<file path="config.mk">
export PLATFORM = sky130hd
export DESIGN_NAME = adcsq_top
export DESIGN_NICKNAME = d
export VERILOG_FILES = /design/src/adcsq_pkg.sv /design/src/adcsq_top.sv /design/src/adcsq_sar.sv
export VERILOG_INCLUDE_DIRS = /design/src
export SDC_FILE = /design/constraint.sdc
export NUM_CORES = 1
export LEC_CHECK = 0
export ABC_AREA = 0
export BUFFER_PORTS_ARGS = -buffer_cell sky130_fd_sc_hd__buf_4
export CORE_ASPECT_RATIO = 0.6
export CORE_MARGIN = 2
export CORE_UTILIZATION = 55
export DETAILED_ROUTE_END_ITERATION = 6
export GPL_TIMING_DRIVEN = 0
export PLACE_DENSITY = 0.73
export SYNTH_ARGS = -nofsm -noshare
export SYNTH_HDL_FRONTEND = slang
export SYNTH_SLANG_ARGS = --single-unit
</file>
<file path="constraint.sdc">
create_clock -name ref_clk_i -period 6.12 [get_ports ref_clk_i]
set_input_delay 1.224 -clock ref_clk_i [delete_from_list [all_inputs] [get_ports ref_clk_i]]
set_output_delay 1.224 -clock ref_clk_i [all_outputs]
set_load 0.005 [all_outputs]
</file>
<file path="src/adcsq_params.svh">
`ifndef ADCSQ_PARAMS_SVH
`define ADCSQ_PARAMS_SVH
// ****************************************************************
// Register map offsets
// ****************************************************************
`define ADCSQ_OFS_MODE    3'h0
`define ADCSQ_OFS_CHAN    3'h1
`define ADCSQ_OFS_WIDE    3'h2
`define ADCSQ_OFS_NARROW  3'h3
`define ADCSQ_OFS_STAT    3'h4
`define ADCSQ_OFS_MASK    3'h5
`define ADCSQ_OFS_FLAG    3'h6
// ****************************************************************
// Field positions and writable bits
// ****************************************************************
`define ADCSQ_RUN_BIT     7
`define ADCSQ_CMPEN_BIT   0
`define ADCSQ_FR_LSB      3
`define ADCSQ_FR_MSB      5
`define ADCSQ_MODE_WMASK  8'hb9
// ****************************************************************
// Reset values
// ****************************************************************
`define ADCSQ_RST_MODE    8'h00
`define ADCSQ_RST_CHAN    2'h0
`define ADCSQ_RST_MASK    1'h1
`define ADCSQ_RST_RES     10'h000
// ****************************************************************
// Timing counts in ref_clk_i cycles, and the result MSB index
// ****************************************************************
`define ADCSQ_SAMP_BASE   8'h08
`define ADCSQ_BIT_CYC     8'h04
`define ADCSQ_RES_MSB     4'h9
`endif

</file>
<file path="src/adcsq_pkg.sv">
// ****************************************************************
// Shared types
// ****************************************************************
package adcsq_pkg;
    // Sequencer states
    typedef enum logic [1:0] {
        ADCSQ_IDLE   = 2'b00,
        ADCSQ_SAMPLE = 2'b01,
        ADCSQ_CONV   = 2'b10
    } adcsq_state_t;
endpackage

</file>
<file path="src/adcsq_top.sv">
// Summary of operation
// Result read beats completion; store afterwards
// Control write at completion drops result, interrupt
// Channel rewrite leaves done flag alone
// Software clears flag before resuming conversions
// Early start: discard first result
// Control writes may spoil result registers
// Software reads result before control writes
// Software clears run, enable before deep stop
// Run off, enable on: comparator only
// Conversion time includes sampling time
// No alternate pin function while converting
// No shared port access while converting
// Run bit starts repeated back-to-back conversions
// Each result stored wide, narrow; raises interrupt
// Control write aborts, restarts when running
// Clearing run stops at once, result undefined
// Done flag set by completion, cleared by write
//
// The plain strobed port and the register offsets were chosen for this implementation.
`include "adcsq_params.svh"
module adcsq_top import adcsq_pkg::*; (
    input  wire logic        ref_clk_i,
    input  wire logic        resetn_i,
    input  wire logic [2:0]  addr_i,
    input  wire logic [15:0] wdata_i,
    input  wire logic        wr_i,
    input  wire logic        rd_i,
    output logic      [15:0] rdata_o,
    input  wire logic        cmp_hi_i,
    output logic             comp_pwr_o,
    output logic      [1:0]  chan_o,
    output logic             sample_o,
    output logic      [9:0]  trial_o,
    output logic             busy_o,
    output logic             irq_o
);
    // ****************************************************************
    // Declarations
    // ****************************************************************
    logic        cmp_s1_q, cmp_s2_q;      // Comparator synchroniser
    logic [7:0]  mode_q,   mode_d;        // Converter mode register
    logic [1:0]  chan_q,   chan_d;        // Channel select register
    logic [9:0]  wide_q,   wide_d;        // Result register
    logic        pend_q,   pend_d;        // Result held back by a read
    logic [9:0]  pval_q,   pval_d;        // Held-back result
    logic        flag_q,   flag_d;        // Conversion done flag
    logic        stat_q,   stat_d;        // Sticky interrupt status
    logic        mask_q,   mask_d;        // Interrupt mask
    logic [15:0] rdata_q,  rdata_d;       // Read data
    logic        irq_q,    irq_d;         // Interrupt line
    logic        wr_ctl;                  // Write to mode or channel
    logic        rd_res;                  // Read of a result register
    logic        ev;                      // Accepted completion
    logic        done;                    // Completion from sequencer
    logic [9:0]  res;                     // Result from sequencer

    // Address match used by the control, result and status decodes
    function automatic logic adcsq_hit(input logic [2:0] a, input logic [2:0] ofs);
        return a == ofs;
    endfunction

    assign wr_ctl = wr_i && (adcsq_hit(addr_i, `ADCSQ_OFS_MODE) ||
                             adcsq_hit(addr_i, `ADCSQ_OFS_CHAN));
    assign rd_res = rd_i && (adcsq_hit(addr_i, `ADCSQ_OFS_WIDE) ||
                             adcsq_hit(addr_i, `ADCSQ_OFS_NARROW));

    // ****************************************************************
    // Comparator synchroniser
    // ****************************************************************
    // Two flops before the sequencer sees the pin
    always_ff @(posedge ref_clk_i or negedge resetn_i) begin
        if (!resetn_i) begin
            cmp_s1_q <= 1'b0;
            cmp_s2_q <= 1'b0;
        end else begin
            cmp_s1_q <= cmp_hi_i;
            cmp_s2_q <= cmp_s1_q;
        end
    end

    // ****************************************************************
    // Sequencer
    // ****************************************************************
    adcsq_sar u_sar (
        .ref_clk_i (ref_clk_i),
        .resetn_i  (resetn_i),
        .run_i     (mode_q[`ADCSQ_RUN_BIT]),
        .abort_i   (wr_ctl),
        .fr_i      (mode_q[`ADCSQ_FR_MSB:`ADCSQ_FR_LSB]),
        .cmp_hi_i  (cmp_s2_q),
        .busy_o    (busy_o),
        .sample_o  (sample_o),
        .trial_o   (trial_o),
        .done_o    (done),
        .result_o  (res)
    );

    // ****************************************************************
    // Registers and conflict handling
    // ****************************************************************
    // Next values of software-visible state
    always_comb begin
        mode_d  = mode_q;
        chan_d  = chan_q;
        wide_d  = wide_q;
        pend_d  = pend_q;
        pval_d  = pval_q;
        flag_d  = flag_q;
        stat_d  = stat_q;
        mask_d  = mask_q;
        rdata_d = 16'h0000;
        ev      = 1'b0;
        // Held-back result lands once reads stop
        if (pend_q && !rd_res) begin
            wide_d = pval_q;
            pend_d = 1'b0;
        end
        // Completion is dropped under a control write
        if (done && !wr_ctl) begin
            ev = 1'b1;
            if (rd_res) begin
                pend_d = 1'b1;
                pval_d = res;
            end else begin
                wide_d = res;
                pend_d = 1'b0;
            end
        end
        // Register writes
        if (wr_i) begin
            case (addr_i)
                `ADCSQ_OFS_MODE: mode_d = wdata_i[7:0] & `ADCSQ_MODE_WMASK;
                `ADCSQ_OFS_CHAN: chan_d = wdata_i[1:0];
                `ADCSQ_OFS_MASK: mask_d = wdata_i[0];
                `ADCSQ_OFS_FLAG: flag_d = wdata_i[0];
                default:         mask_d = mask_q;
            endcase
        end
        // Status clears on read
        if (rd_i && adcsq_hit(addr_i, `ADCSQ_OFS_STAT)) begin
            stat_d = 1'b0;
        end
        // A completion wins over a clear
        if (ev) begin
            flag_d = 1'b1;
            stat_d = 1'b1;
        end
        // Read data for the next cycle; results show the old value
        if (rd_i) begin
            case (addr_i)
                `ADCSQ_OFS_MODE:   rdata_d = {8'h00, mode_q};
                `ADCSQ_OFS_CHAN:   rdata_d = {14'h0000, chan_q};
                `ADCSQ_OFS_WIDE:   rdata_d = {6'h00, wide_q};
                `ADCSQ_OFS_NARROW: rdata_d = {8'h00, wide_q[9:2]};
                `ADCSQ_OFS_STAT:   rdata_d = {15'h0000, stat_q};
                `ADCSQ_OFS_MASK:   rdata_d = {15'h0000, mask_q};
                `ADCSQ_OFS_FLAG:   rdata_d = {15'h0000, flag_q};
                default:           rdata_d = 16'h0000;
            endcase
        end
        irq_d = stat_d && !mask_d;
    end

    // Register the software-visible state
    always_ff @(posedge ref_clk_i or negedge resetn_i) begin
        if (!resetn_i) begin
            mode_q  <= `ADCSQ_RST_MODE;
            chan_q  <= `ADCSQ_RST_CHAN;
            wide_q  <= `ADCSQ_RST_RES;
            pend_q  <= 1'b0;
            pval_q  <= `ADCSQ_RST_RES;
            flag_q  <= 1'b0;
            stat_q  <= 1'b0;
            mask_q  <= `ADCSQ_RST_MASK;
            rdata_q <= 16'h0000;
            irq_q   <= 1'b0;
        end else begin
            mode_q  <= mode_d;
            chan_q  <= chan_d;
            wide_q  <= wide_d;
            pend_q  <= pend_d;
            pval_q  <= pval_d;
            flag_q  <= flag_d;
            stat_q  <= stat_d;
            mask_q  <= mask_d;
            rdata_q <= rdata_d;
            irq_q   <= irq_d;
        end
    end

    // Comparator powered by its enable even while idle
    assign comp_pwr_o = mode_q[`ADCSQ_CMPEN_BIT];
    assign chan_o     = chan_q;
    assign rdata_o    = rdata_q;
    assign irq_o      = irq_q;
endmodule // adcsq_top

</file>
<file path="src/adcsq_sar.sv">
`include "adcsq_params.svh"
// ****************************************************************
// Successive-approximation sequencer
// ****************************************************************
module adcsq_sar import adcsq_pkg::*; (
    input  wire logic       ref_clk_i,
    input  wire logic       resetn_i,
    input  wire logic       run_i,
    input  wire logic       abort_i,
    input  wire logic [2:0] fr_i,
    input  wire logic       cmp_hi_i,
    output logic            busy_o,
    output logic            sample_o,
    output logic [9:0]      trial_o,
    output logic            done_o,
    output logic [9:0]      result_o
);
    adcsq_state_t state_q, state_d;  // Sequencer state
    logic [7:0]   cnt_q,   cnt_d;    // Cycle counter within a phase
    logic [3:0]   bit_q,   bit_d;    // Bit under trial
    logic [9:0]   sar_q,   sar_d;    // Approximation register
    logic [9:0]   res_q,   res_d;    // Finished result
    logic         done_q,  done_d;   // Completion pulse
    logic         busy_q,  busy_d;   // Conversion in progress
    logic         smp_q,   smp_d;    // Sample switch on
    logic [7:0]   samp_cyc;          // Sampling length for this speed

    // Sampling length grows with the speed select
    assign samp_cyc = 8'(({5'h00, fr_i} + 8'h01) * `ADCSQ_SAMP_BASE);

    // Next-state logic
    always_comb begin
        state_d = state_q;
        cnt_d   = cnt_q;
        bit_d   = bit_q;
        sar_d   = sar_q;
        res_d   = res_q;
        done_d  = 1'b0;
        case (state_q)
            ADCSQ_IDLE: begin
                // Start sampling as soon as run is set
                if (run_i) begin
                    state_d = ADCSQ_SAMPLE;
                    cnt_d   = samp_cyc - 8'h01;
                end
            end
            ADCSQ_SAMPLE: begin
                // Sampling time is part of the conversion
                if (cnt_q == 8'h00) begin
                    state_d = ADCSQ_CONV;
                    bit_d   = `ADCSQ_RES_MSB;
                    sar_d   = 10'h200;
                    cnt_d   = `ADCSQ_BIT_CYC - 8'h01;
                end else begin
                    cnt_d = cnt_q - 8'h01;
                end
            end
            ADCSQ_CONV: begin
                // Settle, then keep or drop the trial bit
                if (cnt_q == 8'h00) begin
                    sar_d[bit_q] = cmp_hi_i;
                    cnt_d        = `ADCSQ_BIT_CYC - 8'h01;
                    if (bit_q == 4'h0) begin
                        // Deliver and go straight on to the next one
                        res_d   = sar_d;
                        done_d  = 1'b1;
                        state_d = ADCSQ_SAMPLE;
                        cnt_d   = samp_cyc - 8'h01;
                    end else begin
                        bit_d        = bit_q - 4'h1;
                        sar_d[bit_d] = 1'b1;
                    end
                end else begin
                    cnt_d = cnt_q - 8'h01;
                end
            end
            default: begin
                state_d = ADCSQ_IDLE;
            end
        endcase
        // Run cleared stops at once, result dropped
        if (!run_i) begin
            state_d = ADCSQ_IDLE;
            done_d  = 1'b0;
        end else if (abort_i) begin
            // Control write restarts from sampling
            state_d = ADCSQ_SAMPLE;
            cnt_d   = samp_cyc - 8'h01;
            sar_d   = 10'h000;
            done_d  = 1'b0;
        end
        busy_d = (state_d != ADCSQ_IDLE);
        smp_d  = (state_d == ADCSQ_SAMPLE);
    end

    // State registers
    always_ff @(posedge ref_clk_i or negedge resetn_i) begin
        if (!resetn_i) begin
            state_q <= ADCSQ_IDLE;
            cnt_q   <= 8'h00;
            bit_q   <= 4'h0;
            sar_q   <= 10'h000;
            res_q   <= `ADCSQ_RST_RES;
            done_q  <= 1'b0;
            busy_q  <= 1'b0;
            smp_q   <= 1'b0;
        end else begin
            state_q <= state_d;
            cnt_q   <= cnt_d;
            bit_q   <= bit_d;
            sar_q   <= sar_d;
            res_q   <= res_d;
            done_q  <= done_d;
            busy_q  <= busy_d;
            smp_q   <= smp_d;
        end
    end

    assign busy_o   = busy_q;
    assign sample_o = smp_q;
    assign trial_o  = sar_q;
    assign done_o   = done_q;
    assign result_o = res_q;
endmodule // adcsq_sar

</file>
==> qor.csv, run 1 <==
metric,value,unit
drt first pass iters,5,
fmax,340,MHz
dominant cell type by area after synthesis,dfrtp_1,
clock root buffer,clkbuf_16,
antenna violations before repair,0,
final clock skew,7.17,ps
fin area,5100,µm²
max-slew violations,0,
Async SR Flop Fraction,100,%
WL/cell,17.9,µm
hold endpoint,cmp_s2_q,
Worst-Margin Slew,1000,ps
worst r2r dst,u_sar.cnt_q[6],
Worst setup EP type,flop,
pin count of the biggest net entering global routing,82,
RSZ-0062 raised after global routing,no,
grt ovf,0,
register bit total from synthesis,81,
DP Area,4780,µm²
share of the synthesized area in the top cell type,46.1,%
# setup viols final,0,
Netlist cell types,63,
share of the yosys chip area belonging to registers,46.7,%
met3 wire length,662,µm
via count,3495,
Synth Area per Inst,10.5,µm²
htree depth,3,
fin nets,505,
die height,72.9,µm
Post-route DRC,0,
Top Ports,56,
DPL Wire Length,7430,µm
final setup TNS,0,ps
Sw Pwr,0.000585,W
Post-Syn Area,4350,µm²
Non-Filler Instances,581,
highest routed layer,met4,
"EDFF count, synth",0,
post-synthesis cell count,415,
TritonCTS clock tree,yes,
Die W,119,µm
status,"finished, final reports clean",
Initial Util,56.0,%
post-route ant nets,0,
CP peak stage delay,650,ps
Critical Path Start Type,input pin,
share of cells above drive strength 1,22.2,%
sequential share of power,38.1,%
post-CTS sizing,0,
critical path type,input pin to flop,
diode count,0,
worst path required time,6380,ps
Post CTS Setup Buffer Count,0,
Yosys warnings,0,
Total Wirelength,10400,µm
fin crit period,2940,ps
CTS Buffer Depth,2,
row count,25,
die area,8650,µm²
Net Sw Frac,33.5,%
Total GRT Usage,25.7,%
DR iter-0 viols,210,
Max Cap Viol,0,
number of global-route vias before repair,3315,
Metal-1 WL,5170,µm
placed cells,565,
Critical Path AT,3200,ps
Clock Pin Slew Worst Setup and Hold Paths,60,ps
"Hold Vio Cnt, Final",0,
"Critical Path, Cell by Cell","clkbuf_1, nor3b_2, nand2b_1, buf_1, o22ai_1, a2bb2oi_1",
launch point of the worst reg-to-reg path,u_sar.bit_q[0],
core area,7760,µm²
Worst R2R Setup Slack,3370,ps
pwr dens,343,nW/µm²
Clock Power Share,33.1,%
"top cells by area, synth","dfrtp_1 46%, mux2_2 8.3%, ha_1 3.7%, nand2_1 2.4%, nor2_1 2.2%",
buffer and inverter count on the worst path,2,
power share of the combinational group,28.8,%
WL met2,4400,µm
Sink Count,81,
Max-Slew Margin vs Limit,33.1,%
hold buffer count at CTS,0,
Internal,0.00116,W
"Period Utilization, post-route",48.0,%
Slowest cell on crit path,nor3b_2,
RD Place Congestion,0.879,
min-delay src,cmp_s1_q,
top cell family by delay on the critical path,simple AND/OR/NAND/NOR gates,
IO Port Bufs,37,
via density per instance,6.02,
CTS buffer count,9,
Lkg Pwr,2.39,nW
Max VDD drop,0.234,mV
dominant synthesized flop cell,dfrtp_1,
R2R depth,8,
CP max FO,10,
Clock Latency Late Sink,340,ps
Tightest Hold Check Type,flop to flop,
global-route wire length before repair,17200,µm
hold path depth,0,
Area Overhead vs Synth,17.3,%
==> layout by cell type, fill, tap and decap left out, drive strengths merged, types with 3 or more instances in the layout <==
master,n
a21boi,4
a21oi,15
a221o,6
a22oi,7
a2bb2oi,9
a32o,3
and3,8
buf,51
clkbuf,25
conb,6
dfrtp,80
ha,13
inv,15
mux2,32
mux2i,8
nand2,28
nand2b,5
nand3,7
nand3b,5
nor2,26
nor2b,10
nor3,8
nor3b,6
o211a,3
o211ai,6
o21a,5
o21ai,17
o21bai,3
o22ai,15
o31ai,4
or3,5
==> worst max path at each step <==
stage,cells after the start,startpoint,to,slack (ps)
final,6,addr_i[2],wide_q[1],3180
after global routing,6,addr_i[2],wide_q[1],3080
after CTS,6,addr_i[2],wide_q[1],3250
after detailed placement,6,addr_i[2],wide_q[1],2920
after global placement,6,addr_i[2],wide_q[1],2930
after floorplan,7,addr_i[2],u_sar.trial_o[5],3480
==> power groups by stage <==
stage	combinational, W	sequential, W	clock [W]
4_1_cts	0.000495	0.000663	0.000588
5_1_grt	0.000558	0.000676	0.000611
6_report	0.000504	0.000665	0.000578
3_5_place_dp	0.000490	0.000672	0
3_3_place_gp	0.000476	0.000668	0
2_1_floorplan	0.000355	0.000653	0
==> sequential cells by signal, indices dropped and copies added, names as in the netlist, 2 cells and up <==
signal	count
chan_o	2
mode_q	5
pval_q	10
rdata_o	10
u_sar.bit_q	4
u_sar.cnt_q	8
u_sar.result_o	10
u_sar.state_q	2
u_sar.trial_o	10
wide_q	10
==> logic make-up after synthesis <==
family	count (synthesis)	share of synthesized area, %
xor+xnor	2	0.403
flops	81	46.7
compound gates	116	19.6
other cells	1	0.0863
fa+ha+maj	13	3.74
simple gates	120	14.8
mux	40	10.1
buf+inv	42	4.61
==> worst register-to-register path, stage by stage (launching register included) <==
cell and delay, ps:
dfrtp_1 530, inv_1 180, ha_1 160, clkbuf_1 300, or4bb_1 540, or3_1 360
buf_6 150, o21a_4 230, o311ai_2 200
==> layer usage <==
metal / up-vias / GRT usage (%)
li1: 1636 / -
met1: 1732 / 39.6
met2: 111 / 36.3
met3: 16 / 5.78
met4: 0 / 7.28
met5: - / 0
==> stage by stage <==
step / util (%) / setup WS [ps] / total power (W) / hold WS [ps]
final: 65.7 / 3180 / 0.00175 / 347
after CTS: 65.7 / 3250 / 0.00175 / 350
after global placement: 61.6 / 2930 / 0.00114 / 336
after detailed placement: 61.6 / 2920 / 0.00116 / 337
after floorplan: - / 3480 / 0.00101 / 331
after global routing: 65.7 / 3080 / 0.00184 / 356
==> synthesized netlist by cell type, types with 7 or more instances <==
master / count
ha_1: 13
a22oi_1: 7
dfrtp_1: 80
mux2i_1: 8
nand3_1: 7
nor2_1: 26
o22ai_1: 15
nand2_1: 28
nor2b_1: 10
mux2_2: 32
a21oi_1: 15
nor3_1: 8
a2bb2oi_1: 9
inv_1: 13
clkbuf_1: 15
and3_1: 8
o21ai_0: 16
==> final cells by class <==
class / count / area (µm²)
clock buffer: 10 / 229
buffer: 29 / 151
clock inverter: 6 / 90.1
timing repair buffer: 37 / 278
tap: 108 / 135
multi-input combinational: 297 / 2140
inverter: 13 / 48.8
sequential: 81 / 2030
fill: 626 / 2660
Power figures use the tool's default switching activity.
==> run 2, diff against run 1 <==
--- a/config.mk
+++ b/config.mk
@@ -6,11 +6,11 @@
 export SDC_FILE = /design/constraint.sdc
 export NUM_CORES = 1
 export LEC_CHECK = 0
-export ABC_AREA = 0
+export ABC_AREA = 1
 export BUFFER_PORTS_ARGS = -buffer_cell sky130_fd_sc_hd__buf_4
 export CORE_ASPECT_RATIO = 0.6
 export CORE_MARGIN = 2
-export CORE_UTILIZATION = 55
+export CORE_UTILIZATION = 52
 export DETAILED_ROUTE_END_ITERATION = 6
 export GPL_TIMING_DRIVEN = 0
 export PLACE_DENSITY = 0.73
==> constraint.sdc (replaced) <==
create_clock -name ref_clk_i -period 2.4 [get_ports ref_clk_i]
set_input_delay 0.48 -clock ref_clk_i [delete_from_list [all_inputs] [get_ports ref_clk_i]]
set_output_delay 0.48 -clock ref_clk_i [all_outputs]
set_load 0.005 [all_outputs]
==> run 2 against run 1 <==
  * Sequential power grew 150%
  * Die area rose by 6.9%
  * Design area rose by 0.25%
  * Clock skew is 1.7 ps lower
  * Global-route usage down 0.39 points
  * Critical path depth rose by 2
  * Flip-flop and latch count stayed put
  * Synthesized cell count rose by 39%
  * Routed wire length up 3.1%
  * Total power up 130%
  * Largest cell class unchanged
  * Largest power group unchanged
==> qor.csv, run 2 <==
metric,value,unit,change
row count,25,,unchanged
Initial Util,54.8,%,was 56.0%
Post-Syn Area,4410,µm²,was 4350 µm²
WL/cell,14.4,µm,was 17.9 µm
fin crit period,2030,ps,
hold endpoint,cmp_s1_q,,was cmp_s2_q
via count,4008,,was 3495
share of cells above drive strength 1,13.7,%,was 22.2%
DR iter-0 viols,438,,was 210
post-synthesis cell count,576,,was 415
hold path depth,1,,was 0
"top cells by area, synth","dfrtp_1 45%, nand2_1 17%, nand3_1 6.5%, inv_1 4.6%, nor2_1 4.2%",,"was dfrtp_1 46%, mux2_2 8.3%, ha_1 3.7%, nand2_1 2.4%, nor2_1 2.2%"
final setup TNS,0,ps,unchanged
via density per instance,5.41,,was 6.02
post-route ant nets,0,,unchanged
Yosys warnings,0,,unchanged
"EDFF count, synth",0,,unchanged
R2R depth,8,,unchanged
die area,9250,µm²,was 8650 µm²
DP Area,4840,µm²,was 4780 µm²
DPL Wire Length,7850,µm,was 7430 µm
most frequent cells in the layout,"194 x nand2_1, 80 x dfrtp_1, 57 x nand3_1, 54 x inv_1, 49 x nor2_1",,"was 80 x dfrtp_1, 43 x buf_4, 32 x mux2_2, 28 x nand2_1, 26 x nor2_1"
launch point of the worst reg-to-reg path,u_sar.bit_q[0],,unchanged
antenna violations before repair,0,,unchanged
Worst-Margin Slew,1000,ps,about the same
drt first pass iters,5,,unchanged
Worst R2R Setup Slack,370,ps,was 3370 ps
clock root buffer,clkbuf_16,,unchanged
htree depth,3,,unchanged
"commonest non-fill, non-tap cell in the layout",nand2_1,,was dfrtp_1
max-slew violations,0,,unchanged
dominant cell type by area after synthesis,dfrtp_1,,unchanged
Max VDD drop,0.382,mV,was 0.234 mV
Tightest Hold Check Type,input pin to flop,,was flop to flop
status,"finished, final reports clean",,unchanged
fmax,494,MHz,
Async SR Flop Fraction,100,%,unchanged
Critical Path AT,2230,ps,was 3200 ps
pwr dens,783,nW/µm²,was 343 nW/µm²
pin count of the biggest net entering global routing,82,,unchanged
"Critical Path, Cell by Cell","inv_1, ha_1, nand2_2, nor2_2, nand2_2, buf_2, nand2_1, o21ai_0",,"was clkbuf_1, nor3b_2, nand2b_1, buf_1, o22ai_1, a2bb2oi_1"
post-CTS sizing,0,,unchanged
cell mode on critical path,nand2_2,,
register bit total from synthesis,81,,unchanged
CTS buffer count,9,,unchanged
top-count cell post-synth,nand2_1,,was dfrtp_1
min-delay src,cmp_hi_i,,was cmp_s1_q
Post-route DRC,0,,unchanged
core area,8040,µm²,was 7760 µm²
Die W,123,µm,was 119 µm
fin nets,667,,was 505
Top Ports,56,,unchanged
global-route wire length before repair,17800,µm,was 17200 µm
CP max FO,10,,unchanged
hold buffer count at CTS,0,,unchanged
critical path type,flop to flop,,was input pin to flop
Total Wirelength,10700,µm,was 10400 µm
# setup viols final,0,,unchanged
CP peak stage delay,430,ps,was 650 ps
dominant synthesized flop cell,dfrtp_1,,unchanged
Clock Pin Slew Worst Setup and Hold Paths,60,ps,about the same
Worst setup EP type,flop,,unchanged
Sink Count,81,,unchanged
fin area,5110,µm²,was 5100 µm²
Non-Filler Instances,741,,was 581
grt ovf,0,,unchanged
share of the synthesized area in the top cell type,45.4,%,was 46.1%
"Period Utilization, post-route",84.4,%,
Area Overhead vs Synth,16.0,%,was 17.3%
Post CTS Setup Buffer Count,0,,unchanged
IO Port Bufs,38,,was 37
die height,75.3,µm,was 72.9 µm
RSZ-0062 raised after global routing,no,,unchanged
diode count,0,,unchanged
Critical Path Start Type,flop,,was input pin
share of the yosys chip area belonging to registers,46.0,%,was 46.7%
Max-Slew Margin vs Limit,33.1,%,about the same
"Hold Vio Cnt, Final",0,,unchanged
final clock skew,5.48,ps,was 7.17 ps
Lkg Pwr,2.75,nW,was 2.39 nW
synth cell count leaders,"194 x nand2_1, 80 x dfrtp_1, 57 x nand3_1, 54 x inv_1, 49 x nor2_1",,"was 80 x dfrtp_1, 32 x mux2_2, 28 x nand2_1, 26 x nor2_1, 16 x o21ai_0"
number of global-route vias before repair,3647,,was 3315
Max Cap Viol,0,,unchanged
TritonCTS clock tree,yes,,unchanged
Netlist cell types,35,,was 63
placed cells,727,,was 565
Clock Latency Late Sink,330,ps,was 340 ps
Total GRT Usage,25.3,%,was 25.7%
Synth Area per Inst,7.65,µm²,was 10.5 µm²
CTS Buffer Depth,2,,unchanged
worst r2r dst,u_sar.result_o[2],,was u_sar.cnt_q[6]
worst path required time,2600,ps,was 6380 ps
Slowest cell on crit path,dfrtp_1,,was nor3b_2
RD Place Congestion,0.873,,was 0.879
Hold WS,250,ps,was 347 ps
run 2: cell types whose count changed after synthesis, sizes merged, moves of 8 or more:
cell	delta
o21ai	+14
mux2	-30
inv	+46
nor2b	-10
clkbuf	-13
mux2i	-8
a2bb2oi	-9
nor2	+27
a21oi	+10
nand2	+174
and3	-8
nand3	+53
o22ai	-10
run 2: kinds of logic (layout without fill, tap and decap cells):
logic type                 after synthesis  in the layout  share of synthesized area (%)
muxes                                    2              2                          0.511
adders and majority gates               13             13                           3.69
and+or+nand+nor                        328            328                           32.6
other                                    1              6                         0.0851
DFF                                     81             81                           46.0
AOI/OAI and AO/OA                       76             76                           9.51
buffers and inverters                   75            127                           7.53
run 2: critical path: cells and delay by family (launching register included):
| kind | cells | cell delay (ps) |
|---|---|---|
| flip-flops | 1 | 430 |
| AND/OR/NAND/NOR | 4 | 530 |
| buffers and inverters | 2 | 480 |
| adder cells (fa/ha/maj) | 1 | 370 |
| AO/OA/AOI/OAI | 1 | 80 |
run 2: area by class of cell:
class	count	area, µm²
multi-input combinational	425	2060
clock buffer	14	264
sequential	81	2030
tap	108	135
inverter	59	221
buffer	16	110
timing repair buffer	38	285
fill	719	2930
run 2: worst max-delay path by stage:
stage,endpoint,startpoint,cells past startpoint
5_1_grt,u_sar.result_o[1],u_sar.bit_q[0],8
3_3_place_gp,u_sar.result_o[2],u_sar.bit_q[0],8
2_1_floorplan,u_sar.result_o[0],u_sar.bit_q[0],8
4_1_cts,u_sar.result_o[2],u_sar.bit_q[0],8
3_5_place_dp,u_sar.result_o[2],u_sar.bit_q[0],8
6_report,u_sar.result_o[2],u_sar.bit_q[0],8
run 2: metrics by stage:
stage	utilization (%)	total power (W)	setup slack (ps)
after floorplan	-	0.00242	782
after global placement	60.3	0.00270	450
after detailed placement	60.3	0.00275	404
after CTS	63.5	0.00401	395
after global routing	63.5	0.00426	170
final	63.5	0.00400	374
run 2: report_power, final:
| part | total, W | internal [W] | leakage [nW] | switching, W |
|---|---|---|---|---|
| sequential | 0.00164 | 0.00151 | 1.08 | 0.000129 |
| combinational | 0.00112 | 0.000375 | 1.54 | 0.000741 |
| clock | 0.00125 | 0.000747 | 0.129 | 0.000499 |
run 2: routing by layer:
layer / track usage (%) / part of all wire [%]
met5: 0 / 0
met3: 5.76 / 7.1
met1: 37.3 / 49
met4: 8.30 / 1.1
met2: 37.2 / 43
==> run 3, diff against run 2 <==
--- a/config.mk
+++ b/config.mk
@@ -10,7 +10,7 @@
 export BUFFER_PORTS_ARGS = -buffer_cell sky130_fd_sc_hd__buf_4
 export CORE_ASPECT_RATIO = 0.6
 export CORE_MARGIN = 2
-export CORE_UTILIZATION = 52
+export CORE_UTILIZATION = 55
 export DETAILED_ROUTE_END_ITERATION = 6
 export GPL_TIMING_DRIVEN = 0
 export PLACE_DENSITY = 0.73
==> constraint.sdc (replaced) <==
create_clock -name ref_clk_i -period 1.9 [get_ports ref_clk_i]
set_input_delay 0.38 -clock ref_clk_i [delete_from_list [all_inputs] [get_ports ref_clk_i]]
set_output_delay 0.38 -clock ref_clk_i [all_outputs]
set_load 0.005 [all_outputs]
==> run 3 against run 2 <==
  * Die area decreased by 5.2%
  * Setup slack got worse by 270 ps
  * Total power increased by 39%
  * First-iteration DRC count decreased by 22%
  * Sequential share of layout area decreased by 1.1 points
  * Global-route usage increased by 1.2 points
  * Count of clock-buffer cells in the layout decreased by 4
  * Final cell count increased by 0.40%
  * Routed wire length increased by 2.6%
  * Critical path type unchanged
  * Largest cell class unchanged
  * Largest power group unchanged
  * Highest routed layer unchanged
==> qor.csv, run 3 (synthesis results as in run 2) <==
metric,value,unit,change
status,"finished, final reports clean",,unchanged
TritonCTS clock tree,yes,,unchanged
die height,73.3,µm,was 75.3 µm
DR iter-0 viols,340,,was 438
pin count of the biggest net entering global routing,82,,unchanged
core area,7820,µm²,was 8040 µm²
worst path required time,2120,ps,was 2600 ps
grt ovf,0,,unchanged
diode count,0,,unchanged
Max VDD drop,0.554,mV,was 0.382 mV
"Hold Vio Cnt, Final",0,,unchanged
Fillers,648,,was 719
fin nets,668,,was 667
R2R depth,9,,was 8
htree depth,3,,unchanged
pwr dens,1060,nW/µm²,was 783 nW/µm²
"commonest non-fill, non-tap cell in the layout",nand2_1,,unchanged
Top Ports,56,,unchanged
Total Wirelength,11000,µm,was 10700 µm
RD Place Congestion,0.958,,was 0.873
Tightest Hold Check Type,input pin to flop,,unchanged
Worst setup EP type,flop,,unchanged
DPL Wire Length,7870,µm,was 7850 µm
global-route wire length before repair,18000,µm,was 17800 µm
Critical Path Start Type,flop,,unchanged
die area,8770,µm²,was 9250 µm²
fmax,556,MHz,was 494 MHz
critical path type,flop to flop,,unchanged
Clock Latency Late Sink,340,ps,was 330 ps
fin crit period,1800,ps,was 2030 ps
CTS buffer count,9,,unchanged
Worst-Margin Slew,993,ps,was 1000 ps
post-route ant nets,0,,unchanged
"Period Utilization, post-route",94.7,%,was 84.4%
Max-Slew Margin vs Limit,33.8,%,was 33.1%
most frequent cells in the layout,"192 x nand2_1, 80 x dfrtp_1, 57 x nand3_1, 52 x inv_1, 47 x nor2_1",,"was 194 x nand2_1, 80 x dfrtp_1, 57 x nand3_1, 54 x inv_1, 49 x nor2_1"
row count,25,,unchanged
CP max FO,5,,was 10
Critical Path AT,2020,ps,was 2230 ps
Area Overhead vs Synth,19.3,%,was 16.0%
hold buffer count at CTS,0,,unchanged
Clock Pin Slew Worst Setup and Hold Paths,60,ps,about the same
via density per instance,5.49,,was 5.41
share of cells above drive strength 1,15.9,%,was 13.7%
storage element area,2030,µm²,unchanged
total power,0.00555,W,was 0.00400 W
IO Port Bufs,38,,unchanged
RSZ-0062 raised after global routing,no,,unchanged
final clock skew,8.65,ps,was 5.48 ps
# setup viols final,0,,unchanged
number of global-route vias before repair,3634,,was 3647
Total GRT Usage,26.5,%,was 25.3%
CTS Buffer Depth,2,,unchanged
Final Util,67.2,%,was 63.5%
Initial Util,56.3,%,was 54.8%
WL/cell,14.7,µm,was 14.4 µm
Sink Count,81,,unchanged
hold path depth,1,,unchanged
clock root buffer,clkbuf_16,,unchanged
Post-route DRC,0,,unchanged
Lkg Pwr,2.81,nW,was 2.75 nW
via count,4088,,was 4008
antenna violations before repair,0,,unchanged
Multi-input gate area,2110,µm²,was 2060 µm²
max-slew violations,0,,unchanged
Max Cap Viol,0,,unchanged
drt first pass iters,5,,unchanged
Die W,120,µm,was 123 µm
## run 3: cell count changes in the layout (fill, tap and decap cells not counted), moves of 2 or more
cell	before	now
bufinv_16	0	3
ha_1	13	10
clkbuf_1	5	3
clkbuf_8	2	0
ha_2	0	2
inv_1	54	52
inv_2	5	7
nand2_1	194	192
nor2_1	49	47
nor2_4	1	3
## run 3: worst paths after layout
| check | from | endpoint | slack, ps |
|---|---|---|---|
| setup / recovery | u_sar.state_q[0] | u_sar.bit_q[0] | 100 |
| hold / removal | cmp_hi_i | cmp_s1_q | 140 |
| setup reg to reg | u_sar.state_q[0] | u_sar.bit_q[0] | 100 |
| hold reg to reg | cmp_s1_q | cmp_s2_q | 350 |
| max in group asynchronous | resetn_i | stat_q | 1060 |
| min in group asynchronous | resetn_i | u_sar.trial_o[8] | 210 |
## run 3: metal layers
layer  global-route usage (%)  part of all wire [%]  up-vias
met5                        0                     0        -
met4                     8.37                   1.7        0
met3                     7.22                   8.0       22
met2                     38.1                    43      176
met1                     39.2                    48     1931
li1                         -                     -     1959
## run 3: layout make-up
| cell class | count | share of cell area [%] |
|---|---|---|
| flip-flops and latches | 81 | 38.6 |
| inverters | 59 | 4.22 |
| repair buffers | 39 | 5.81 |
| clock inverters | 6 | 2.19 |
| clock buffers | 10 | 4.36 |
| well taps | 108 | 2.57 |
| plain buffers | 16 | 2.14 |
| multi-input cells | 425 | 40.1 |
## run 3: critical path, cell delays in order (launching register included)
cell,delay (ps)
dfrtp_1,410
inv_1,140
ha_2,270
nor2_1,90
inv_1,160
o21ai_1,140
nor2_4,170
nand2_1,140
inv_1,100
o21ai_0,80
## run 3: power by group
group	switching [W]	leakage (nW)	internal, W
logic	0.000970	1.57	0.000497
registers	0.000162	1.08	0.00191
clock network	0.000718	0.169	0.00129
total	0.00185	2.81	0.00370
## run 3: what timing repair did
action	4_1_cts	5_1_grt
pin swaps	0	2
buffers inserted	0	1
setup endpoints to repair	16	27
gates resized for setup	3	12
## run 3: through the flow
stage | std cells | setup TNS, ps | instance area [µm²] | hold slack (ps) | setup slack, ps
after floorplan | 581 | 0 | 4420 | 84.4 | 282
after global placement | 727 | -16.5 | 4840 | 334 | -16.5
after detailed placement | 727 | -515 | 4840 | 338 | -73.5
after CTS | 743 | 0 | 5200 | 136 | 17.5
after global routing | 744 | 0 | 5250 | 130 | 3.60
final | 744 | 0 | 5250 | 143 | 101
